==> config.mk <==
export PLATFORM = sky130hd
export DESIGN_NAME = sbbe_exec
export DESIGN_NICKNAME = d
export VERILOG_FILES = /design/src/core/sbbe_exec.v
export VERILOG_INCLUDE_DIRS = /design/src /design/src/core
export SDC_FILE = /design/constraint.sdc
export NUM_CORES = 1
export LEC_CHECK = 0
export BUFFER_PORTS_ARGS = -buffer_cell sky130_fd_sc_hd__buf_2
export CAP_MARGIN = 15
export CORE_ASPECT_RATIO = 2
export CORE_MARGIN = 1
export CORE_UTILIZATION = 55
export DETAILED_ROUTE_END_ITERATION = 10
export GPL_ROUTABILITY_DRIVEN = 0
export PLACE_DENSITY = 0.87
export SYNTH_ARGS = -nofsm -noshare
export SYNTH_HDL_FRONTEND = slang
export SYNTH_SLANG_ARGS = --single-unit
==> constraint.sdc <==
create_clock -name clk -period 4.73 [get_ports clk]
set_clock_uncertainty 0.2 [all_clocks]
set_input_delay 0.473 -clock clk [delete_from_list [all_inputs] [get_ports clk]]
set_output_delay 0.473 -clock clk [all_outputs]
set_load 0.005 [all_outputs]
==> src/core/sbbe_consts.vh <==
/*
 * Constants for the call, bit-test and bounds-check executor: opcode
 * patterns, addressing-mode codes, operand sizes, flag positions and
 * fixed step sizes. Assumes inclusion by bare name from core/ files.
 */
`ifndef SBBE_CONSTS_VH
`define SBBE_CONSTS_VH

// ==========================================================
// Opcode patterns
`define SBBE_CALL_OP        8'h61
`define SBBE_DISP_WORD      8'h00
`define SBBE_DISP_LONG      8'hFF
`define SBBE_BT_STATIC_OP   10'h020
`define SBBE_BT_DYN_TOP     4'h0
`define SBBE_BT_DYN_MID     3'h4
`define SBBE_CHK_TOP        4'h4
`define SBBE_CHK_BIT6       1'h0
`define SBBE_CHK_SZ_WORD    2'h3
`define SBBE_CHK_SZ_LONG    2'h2

// ==========================================================
// Effective address mode and register codes
`define SBBE_MODE_DREG      3'h0
`define SBBE_MODE_AREG      3'h1
`define SBBE_MODE_EXT       3'h7
`define SBBE_REG_LAST_MEM   3'h3
`define SBBE_REG_IMM        3'h4

// ==========================================================
// Operand sizes requested from the operand unit
`define SBBE_SIZE_BYTE      2'h0
`define SBBE_SIZE_WORD      2'h1
`define SBBE_SIZE_LONG      2'h2

// ==========================================================
// Condition code bit positions
`define SBBE_CC_X           4
`define SBBE_CC_N           3
`define SBBE_CC_Z           2
`define SBBE_CC_V           1
`define SBBE_CC_C           0

// ==========================================================
// Steps, stack and trap
`define SBBE_PC_STEP        32'h00000002
`define SBBE_SP_STEP        32'h00000004
`define SBBE_CHK_VECTOR     8'h06

`endif

==> src/core/sbbe_exec.v <==
/*
 * Executor for three instructions: the relative subroutine call, the
 * single bit test and the zero-to-bound register check.
 * Assumes: opcode and extension words come from program memory over a
 * req/ack word port; the core's register file answers a data register
 * read in the same cycle; the core's effective-address unit delivers a
 * memory or immediate operand over a req/ack port; stack stores go
 * through a req/ack port. All inputs are synchronous to clk.
 */
`timescale 1ns/1ns
`default_nettype none

`include "sbbe_consts.vh"

// How it works
// - Call drops stack by four, stores return.
// - Call base is opcode address plus two.
// - Zero short displacement fetches word displacement.
// - All-ones short displacement fetches long displacement.
// - Signed displacement added to base; flags kept.
// - Call opcode top byte is 0110 0001.
// - Bit test sets zero flag from inverted bit.
// - Register destination: long, bit number modulo 32.
// - Memory destination: byte access, modulo 8.
// - Bit number zero is least significant bit.
// - Bit number from extension word or register.
// - Static form top ten bits 0000100000.
// - Dynamic form 0000, register, 100, address.
// - Only data modes; dynamic also allows immediate.
// - Only register direct is long; else byte.
// - Negative or above bound traps vector six.
// - Bound and register compared as signed.
// - Negative flag set below zero, cleared above.
// - Check sizes: 11 word, 10 long.
// - Check opcode 0100, register, size, 0, address.

module sbbe_exec (
    // Clock and reset
    input  wire        clk,
    input  wire        rst,
    // Instruction start
    input  wire        start,
    input  wire [31:0] start_pc,
    output wire        busy,
    // Program memory word fetch
    output wire        fetch_req,
    output wire [31:0] fetch_addr,
    input  wire        fetch_ack,
    input  wire [15:0] fetch_data,
    // Data register read
    output wire [2:0]  dreg_sel,
    input  wire [31:0] dreg_data,
    // Effective-address operand read
    output wire        opnd_req,
    output wire [2:0]  opnd_mode,
    output wire [2:0]  opnd_reg,
    output wire [1:0]  opnd_size,
    input  wire        opnd_ack,
    input  wire [31:0] opnd_data,
    // Stack pointer and stack store
    input  wire [31:0] sp_in,
    output wire        push_req,
    output wire [31:0] push_addr,
    output wire [31:0] push_data,
    input  wire        push_ack,
    output wire        sp_we,
    output wire [31:0] sp_out,
    // Program counter and condition codes
    output wire        pc_load,
    output wire [31:0] new_pc,
    input  wire [4:0]  ccr_in,
    output wire        ccr_we,
    output wire [4:0]  ccr_out,
    // Completion and exceptions
    output wire        done,
    output wire        trap,
    output wire [7:0]  trap_vector,
    output wire        illegal,
    output wire        not_mine
);

    // ======================================================
    // States
    localparam [2:0] S_IDLE = 3'h0;
    localparam [2:0] S_OPC  = 3'h1;
    localparam [2:0] S_DEC  = 3'h2;
    localparam [2:0] S_EXT  = 3'h3;
    localparam [2:0] S_OPND = 3'h4;
    localparam [2:0] S_PUSH = 3'h5;

    localparam [1:0] K_CALL = 2'h0;
    localparam [1:0] K_BT   = 2'h1;
    localparam [1:0] K_CHK  = 2'h2;

    // ======================================================
    // Registers
    reg [2:0]  state_ff;
    reg [31:0] fa_ff;
    reg [31:0] base_ff;
    reg [15:0] op_ff;
    reg [31:0] ext_ff;
    reg [1:0]  ext_left_ff;
    reg [1:0]  kind_ff;
    reg [7:0]  bitn_ff;
    reg [31:0] val_ff;
    reg [31:0] push_addr_ff;
    reg [31:0] push_data_ff;
    reg [31:0] new_pc_ff;
    reg [31:0] sp_out_ff;
    reg [4:0]  ccr_out_ff;
    reg        done_ff;
    reg        pc_load_ff;
    reg        sp_we_ff;
    reg        ccr_we_ff;
    reg        trap_ff;
    reg        illegal_ff;
    reg        not_mine_ff;

    // ======================================================
    // Opcode decode
    wire [2:0] ea_mode = op_ff[5:3];
    wire [2:0] ea_reg  = op_ff[2:0];

    wire is_call = (op_ff[15:8] == `SBBE_CALL_OP);
    wire is_bt_s = (op_ff[15:6] == `SBBE_BT_STATIC_OP);
    wire is_bt_d = (op_ff[15:12] == `SBBE_BT_DYN_TOP)
                && (op_ff[8:6] == `SBBE_BT_DYN_MID);
    wire is_chk  = (op_ff[15:12] == `SBBE_CHK_TOP)
                && (op_ff[6] == `SBBE_CHK_BIT6)
                && ((op_ff[8:7] == `SBBE_CHK_SZ_WORD)
                 || (op_ff[8:7] == `SBBE_CHK_SZ_LONG));

    // Data addressing modes, optionally with immediate
    function ea_ok;
        input [2:0] m;
        input [2:0] r;
        input       imm;
        begin
            if (m == `SBBE_MODE_AREG) begin
                ea_ok = 1'b0;
            end else if (m == `SBBE_MODE_EXT) begin
                ea_ok = (r <= `SBBE_REG_LAST_MEM)
                     || (imm && (r == `SBBE_REG_IMM));
            end else begin
                ea_ok = 1'b1;
            end
        end
    endfunction

    wire ea_bad_bt  = !ea_ok(ea_mode, ea_reg, is_bt_d);
    wire ea_bad_chk = !ea_ok(ea_mode, ea_reg, 1'b0);
    wire ea_is_dreg = (ea_mode == `SBBE_MODE_DREG);
    wire chk_word   = (op_ff[8:7] == `SBBE_CHK_SZ_WORD);

    // ======================================================
    // Operand and bit selection
    wire [31:0] opval  = ea_is_dreg ? dreg_data : opnd_data;
    wire        opnd_ok = ea_is_dreg || opnd_ack;
    wire [4:0]  bit_idx = ea_is_dreg ? bitn_ff[4:0]
                                     : {2'b00, bitn_ff[2:0]};
    wire        bit_val = opval[bit_idx];

    // Signed operands for the bounds check
    wire [31:0] chk_v = chk_word ? {{16{val_ff[15]}}, val_ff[15:0]} : val_ff;
    wire [31:0] chk_b = chk_word ? {{16{opval[15]}}, opval[15:0]} : opval;
    wire        chk_neg  = chk_v[31];
    wire        chk_over = $signed(chk_v) > $signed(chk_b);

    // Call displacement in the selected width
    wire [31:0] disp = (op_ff[7:0] == `SBBE_DISP_WORD)
                     ? {{16{ext_ff[15]}}, ext_ff[15:0]}
                     : (op_ff[7:0] == `SBBE_DISP_LONG) ? ext_ff
                     : {{24{op_ff[7]}}, op_ff[7:0]};

    // ======================================================
    // Handshake outputs
    assign busy       = (state_ff != S_IDLE);
    assign fetch_req  = (state_ff == S_OPC) || (state_ff == S_EXT);
    assign fetch_addr = fa_ff;
    assign dreg_sel   = (state_ff == S_DEC) ? op_ff[11:9] : ea_reg;
    assign opnd_req   = (state_ff == S_OPND) && !ea_is_dreg;
    assign opnd_mode  = ea_mode;
    assign opnd_reg   = ea_reg;
    assign opnd_size  = (kind_ff == K_BT) ? `SBBE_SIZE_BYTE
                      : chk_word ? `SBBE_SIZE_WORD : `SBBE_SIZE_LONG;
    assign push_req   = (state_ff == S_PUSH);
    assign push_addr  = push_addr_ff;
    assign push_data  = push_data_ff;

    // Flopped result outputs; trap vector is a constant
    assign sp_we       = sp_we_ff;
    assign sp_out      = sp_out_ff;
    assign pc_load     = pc_load_ff;
    assign new_pc      = new_pc_ff;
    assign ccr_we      = ccr_we_ff;
    assign ccr_out     = ccr_out_ff;
    assign done        = done_ff;
    assign trap        = trap_ff;
    assign trap_vector = `SBBE_CHK_VECTOR;
    assign illegal     = illegal_ff;
    assign not_mine    = not_mine_ff;

    // ======================================================
    // Sequencer
    always @(posedge clk) begin
        done_ff     <= 1'b0;
        pc_load_ff  <= 1'b0;
        sp_we_ff    <= 1'b0;
        ccr_we_ff   <= 1'b0;
        trap_ff     <= 1'b0;
        illegal_ff  <= 1'b0;
        not_mine_ff <= 1'b0;
        if (rst) begin
            state_ff     <= S_IDLE;
            fa_ff        <= 32'h00000000;
            base_ff      <= 32'h00000000;
            op_ff        <= 16'h0000;
            ext_ff       <= 32'h00000000;
            ext_left_ff  <= 2'h0;
            kind_ff      <= K_CALL;
            bitn_ff      <= 8'h00;
            val_ff       <= 32'h00000000;
            push_addr_ff <= 32'h00000000;
            push_data_ff <= 32'h00000000;
            new_pc_ff    <= 32'h00000000;
            sp_out_ff    <= 32'h00000000;
            ccr_out_ff   <= 5'h00;
        end else begin
            case (state_ff)
                S_IDLE: begin
                    if (start) begin
                        fa_ff    <= start_pc;
                        state_ff <= S_OPC;
                    end
                end
                // Opcode word; base is its address plus two
                S_OPC: begin
                    if (fetch_ack) begin
                        op_ff    <= fetch_data;
                        ext_ff   <= 32'h00000000;
                        base_ff  <= fa_ff + `SBBE_PC_STEP;
                        fa_ff    <= fa_ff + `SBBE_PC_STEP;
                        state_ff <= S_DEC;
                    end
                end
                // Classify, check modes, capture register operands
                S_DEC: begin
                    bitn_ff <= dreg_data[7:0];
                    val_ff  <= dreg_data;
                    if (is_call) begin
                        kind_ff <= K_CALL;
                        if (op_ff[7:0] == `SBBE_DISP_WORD) begin
                            ext_left_ff <= 2'h1;
                            state_ff    <= S_EXT;
                        end else if (op_ff[7:0] == `SBBE_DISP_LONG) begin
                            ext_left_ff <= 2'h2;
                            state_ff    <= S_EXT;
                        end else begin
                            state_ff <= S_PUSH;
                        end
                    end else if (is_bt_s || is_bt_d) begin
                        kind_ff <= K_BT;
                        if (ea_bad_bt) begin
                            illegal_ff <= 1'b1;
                            state_ff   <= S_IDLE;
                        end else if (is_bt_s) begin
                            ext_left_ff <= 2'h1;
                            state_ff    <= S_EXT;
                        end else begin
                            state_ff <= S_OPND;
                        end
                    end else if (is_chk) begin
                        kind_ff <= K_CHK;
                        if (ea_bad_chk) begin
                            illegal_ff <= 1'b1;
                            state_ff   <= S_IDLE;
                        end else begin
                            state_ff <= S_OPND;
                        end
                    end else begin
                        not_mine_ff <= 1'b1;
                        state_ff    <= S_IDLE;
                    end
                end
                // Extension words, high word first
                S_EXT: begin
                    if (fetch_ack) begin
                        ext_ff      <= {ext_ff[15:0], fetch_data};
                        fa_ff       <= fa_ff + `SBBE_PC_STEP;
                        ext_left_ff <= ext_left_ff - 2'h1;
                        if (kind_ff == K_BT) begin
                            bitn_ff <= fetch_data[7:0];
                        end
                        if (ext_left_ff == 2'h1) begin
                            state_ff <= (kind_ff == K_CALL) ? S_PUSH : S_OPND;
                        end
                    end
                end
                // Operand ready: test bit or check bounds
                S_OPND: begin
                    if (opnd_ok) begin
                        state_ff   <= S_IDLE;
                        done_ff    <= 1'b1;
                        ccr_we_ff  <= 1'b1;
                        ccr_out_ff <= ccr_in;
                        if (kind_ff == K_BT) begin
                            ccr_out_ff[`SBBE_CC_Z] <= ~bit_val;
                        end else if (chk_neg) begin
                            ccr_out_ff[`SBBE_CC_N] <= 1'b1;
                            trap_ff <= 1'b1;
                        end else if (chk_over) begin
                            ccr_out_ff[`SBBE_CC_N] <= 1'b0;
                            trap_ff <= 1'b1;
                        end
                    end
                end
                // Store return address below the stack pointer
                S_PUSH: begin
                    if (push_ack) begin
                        sp_out_ff  <= sp_in - `SBBE_SP_STEP;
                        sp_we_ff   <= 1'b1;
                        new_pc_ff  <= base_ff + disp;
                        pc_load_ff <= 1'b1;
                        done_ff    <= 1'b1;
                        state_ff   <= S_IDLE;
                    end
                end
                default: begin
                    state_ff <= S_IDLE;
                end
            endcase
            // Stack slot and return address, held for the store
            if (state_ff != S_PUSH) begin
                push_addr_ff <= sp_in - `SBBE_SP_STEP;
                // A word taken now moves the return address past it
                if ((state_ff == S_EXT) && fetch_ack) begin
                    push_data_ff <= fa_ff + `SBBE_PC_STEP;
                end else begin
                    push_data_ff <= fa_ff;
                end
            end
        end
    end

endmodule // sbbe_exec

`default_nettype wire

==> results.toml <==
[setup_path]
worst_r2r_startpoint = "op_ff[0]$_SDFFE_PP0P_"
r2r_setup_slack_ns = 0.22
crit_end = "new_pc[31]$_SDFFE_PP0P_"
crit_path_from = "op_ff[0]$_SDFFE_PP0P_"
worstPathArrival_ns = 4.83
critical_path.reg2reg.endpoint = "new_pc[31]$_SDFFE_PP0P_"
r2r.worst_path.cells = 13
timing_worst_setup_path_type = "reg2reg"
cp-end-kind = "flop"
start_kind = "flop"
critPathMaxFanout = 16
cp_data_required_time_ns = 5.05

[synthesis]
synth-edff-count = 0
asyncSetResetFlopFracSynth_pct = 0
netlist.top_cell.by_area = "sky130_fd_sc_hd__dfxtp_1"
seq_area_frac_synth_pct = 36.48
post_synth.cell_area_avg_um2 = 7.935
mappedNetlistArea_mm2 = 0.01619
synth-seq-cells = 295
synthDominantCellAreaShare_pct = 36.48
synth_commonest_cells = "295 x sky130_fd_sc_hd__dfxtp_1, 295 x sky130_fd_sc_hd__nand2_1, 243 x sky130_fd_sc_hd__nor2_1, 190 x sky130_fd_sc_hd__a21oi_1, 116 x sky130_fd_sc_hd__clkbuf_1"
synth-main-ff-cell = "sky130_fd_sc_hd__dfxtp_1"
ys_types = 76
yosys_warn_count = 0
synthesis.instances = 2040
synth_top_cells_by_area = "sky130_fd_sc_hd__dfxtp_1 36%, sky130_fd_sc_hd__nand2_1 6.8%, sky130_fd_sc_hd__a21oi_1 5.9%"

[global_routing]
grt_most_used_layer = "met2"
grt_max_degree = 103
antenna_found_initial = 2
grt_use_met2_pct = 65.49
grt_use_met3_pct = 11.92
groute.layer.met1.usage_pct = 36.67
first_global_vias = 16910
grt-ovfl-total = 0
first_pass_grt_wire_length_mm = 89.18
all_layer_gr_usage_pct = 38.62

[status]
result_of_the_run = "completed"

[timing]
period_minus_slack_ns = 4.511
final_min_period_over_clock_period_pct = 95.36
final-hold-violation-count = 0
worst_slew_pin_slew_ns = 1.154
max_freq_ghz = 0.2217
timing.slew.headroom_pct = 23.07
setup-tns-final_ns = 0
finalSetupViolCount = 0
finalMaxSlewViolations = 0
grt_setup_unrepaired = "no"

[drt]
detailroute.via_count = 17080
post_drt_via_cell_ratio = 6.296
average_wire_per_cell_in_the_routed_design_um = 21.46
drt_first_pass_iters = 6
drc = 0
count_of_antenna_violating_nets_left_after_detailed_routing = 0
initialDrtViolationCount = 1532
wirelength_mm = 58.22

[clock_network]
numCtsBuffers = 28
worst_skew_pair.late_latency_ns = 0.60
clock_sink_count = 295
clockRootBuffer = "sky130_fd_sc_hd__clkbuf_16"
cts.path.max_buffers = 3
cts_tree = "yes"
cts.reportedPaths.clkPinSlew_ns = 0.07
post_cts.repair.setup_buffers = 0
cts.htree.levels = 1

[final_layout]
postLayoutCellArea_mm2 = 0.01943
drive_above_1_share_pct = 19.12
layout.nets = 2554
flow.area_growth_from_synthesis_pct = 20.01
num_antenna_cells = 0

[placement]
postPlaceCellArea_mm2 = 0.01784
numPortBuffers = 341
dpl.hpwl_mm = 39.50

[floorplanning]
num_io_pins = 350
floorplan.die.width_um = 123.3
die-area_mm2 = 0.03016
rows = 88
die_height_um = 244.6
fp.coreArea_mm2 = 0.02885
floorplan.initialDensity_pct = 56.12

[hold_path]
holdCritPathClass = "in2reg"

[run]
max_cap_violations = 0

[pwr]
p_leak_nw = 8.479
cellPowerDensity_mw_per_mm2 = 415.8
vdd.ir_drop.worst_mv = 0.3058
timing repair:
item	CTS	global route
endpoints found under the setup margin	0	12
endpoints found under the hold margin	62	1
hold buffers	57	1
gates resized for setup	0	3
metal layers:
metal / up-vias / part of all wire (%) / wire length, um
met5: - / 0.022 / 13
met4: 2 / 9.4 / 5452
met3: 324 / 9.1 / 5296
met2: 974 / 49 / 28820
met1: 7960 / 32 / 18640
li1: 7820 / - / -
worst min path at each step:
stage / from / to / slack, ns / cells past startpoint
after floorplan: ext_ff[31]$_SDFFE_PP0P_ / ext_ff[31]$_SDFFE_PP0P_ / 0.23 / 2
after global placement: push_addr[1]$_SDFFE_PP0N_ / push_addr[1]$_SDFFE_PP0N_ / 0.24 / 2
after detailed placement: push_addr[0]$_SDFFE_PP0N_ / push_addr[0]$_SDFFE_PP0N_ / 0.24 / 2
after CTS: fetch_data[2] / op_ff[2]$_SDFFE_PP0P_ / 0.003 / 3
after global routing: start_pc[9] / fetch_addr[9]$_SDFFE_PP0P_ / 0.05 / 5
final: start_pc[9] / fetch_addr[9]$_SDFFE_PP0P_ / 0.03 / 5
layout make-up:
class | count | area, um^2
tap | 360 | 450.4
multi-input combinational | 1557 | 9517
sequential | 295 | 5906
fill | 2295 | 9420
clock buffer | 35 | 767.0
inverter | 27 | 101.3
timing repair buffer | 423 | 2496
clock inverter | 16 | 190.2
worst max-delay path, cell delays in order (launching register included):
cell and delay, ns:
sky130_fd_sc_hd__dfxtp_1 0.37, sky130_fd_sc_hd__or2_2 0.32, sky130_fd_sc_hd__and4bb_2 0.44, sky130_fd_sc_hd__a21o_2 0.34
sky130_fd_sc_hd__o21a_1 0.17, sky130_fd_sc_hd__ha_1 0.29, sky130_fd_sc_hd__a21oi_1 0.39, sky130_fd_sc_hd__o211ai_1 0.17
sky130_fd_sc_hd__a221oi_1 0.39, sky130_fd_sc_hd__a31oi_1 0.23, sky130_fd_sc_hd__o221ai_1 0.31, sky130_fd_sc_hd__o21ai_1 0.13
sky130_fd_sc_hd__or4_1 0.49, sky130_fd_sc_hd__a41oi_1 0.21
per-stage QoR:
stage | utilization, % | hold WS, ns | worst slack [ns] | total power [mW] | std cells
after detailed placement | 61.86 | 0.2439 | 0.1195 | 5.524 | 2602
after floorplan | - | 0.2288 | 0.6980 | 4.734 | 2046
final | 67.34 | 0.03393 | 0.2195 | 8.078 | 2713
after global routing | 67.34 | 0.04752 | 0.06435 | 8.416 | 2713
after CTS | 67.15 | 0.002541 | 0.09807 | 7.926 | 2710
after global placement | 61.86 | 0.2371 | 0.3485 | 5.432 | 2602
layout by cell type, fill, tap and decap left out, drive strengths merged, types with 18 or more instances in the layout:
master / netlist / layout
a211oi: 114 / 114
ha: 66 / 66
nor4: 18 / 18
clkbuf: 116 / 36
a21oi: 190 / 190
nand2: 295 / 295
inv: 25 / 27
o21ai: 63 / 63
a21o: 59 / 59
nand4: 22 / 22
dfxtp: 295 / 295
or3: 25 / 25
nor2: 246 / 246
o21a: 32 / 32
xor2: 45 / 45
dlygate4sd3: 0 / 58
a311oi: 21 / 21
nand3: 68 / 68
nor3: 35 / 35
xnor2: 48 / 48
buf: 51 / 364
mux2i: 38 / 38
power by group:
group          leakage (nW)  internal, mW  switching, mW
clock network         0.473          1.33           1.06
logic                  5.61          1.04           1.61
registers              2.40          2.71          0.326
cell families (layout without fill, tap and decap cells):
kind of cell | Yosys count | count (layout) | share of synthesized area [%]
flops | 295 | 295 | 36.48
compound gates | 565 | 565 | 22.64
mux | 47 | 47 | 3.602
buf+inv | 194 | 501 | 5.109
simple gates | 777 | 777 | 21.87
fa+ha+maj | 67 | 67 | 5.225
xor+xnor | 93 | 93 | 5.032
other cells | 2 | 8 | 0.04639
registers in the layout (all words and copies together), names as in the netlist, 2 cells and up:
| register | count |
|---|---|
| val_ff | 32 |
| kind_ff | 2 |
| state_ff | 3 |
| sp_out | 32 |
| base_ff | 32 |
| push_data | 32 |
| ext_ff | 32 |
| ext_left_ff | 2 |
| fetch_addr | 32 |
| op_ff | 16 |
| bitn_ff | 5 |
| new_pc | 32 |
| push_addr | 32 |
| ccr_out | 5 |
(Power assumes the default switching activity.)
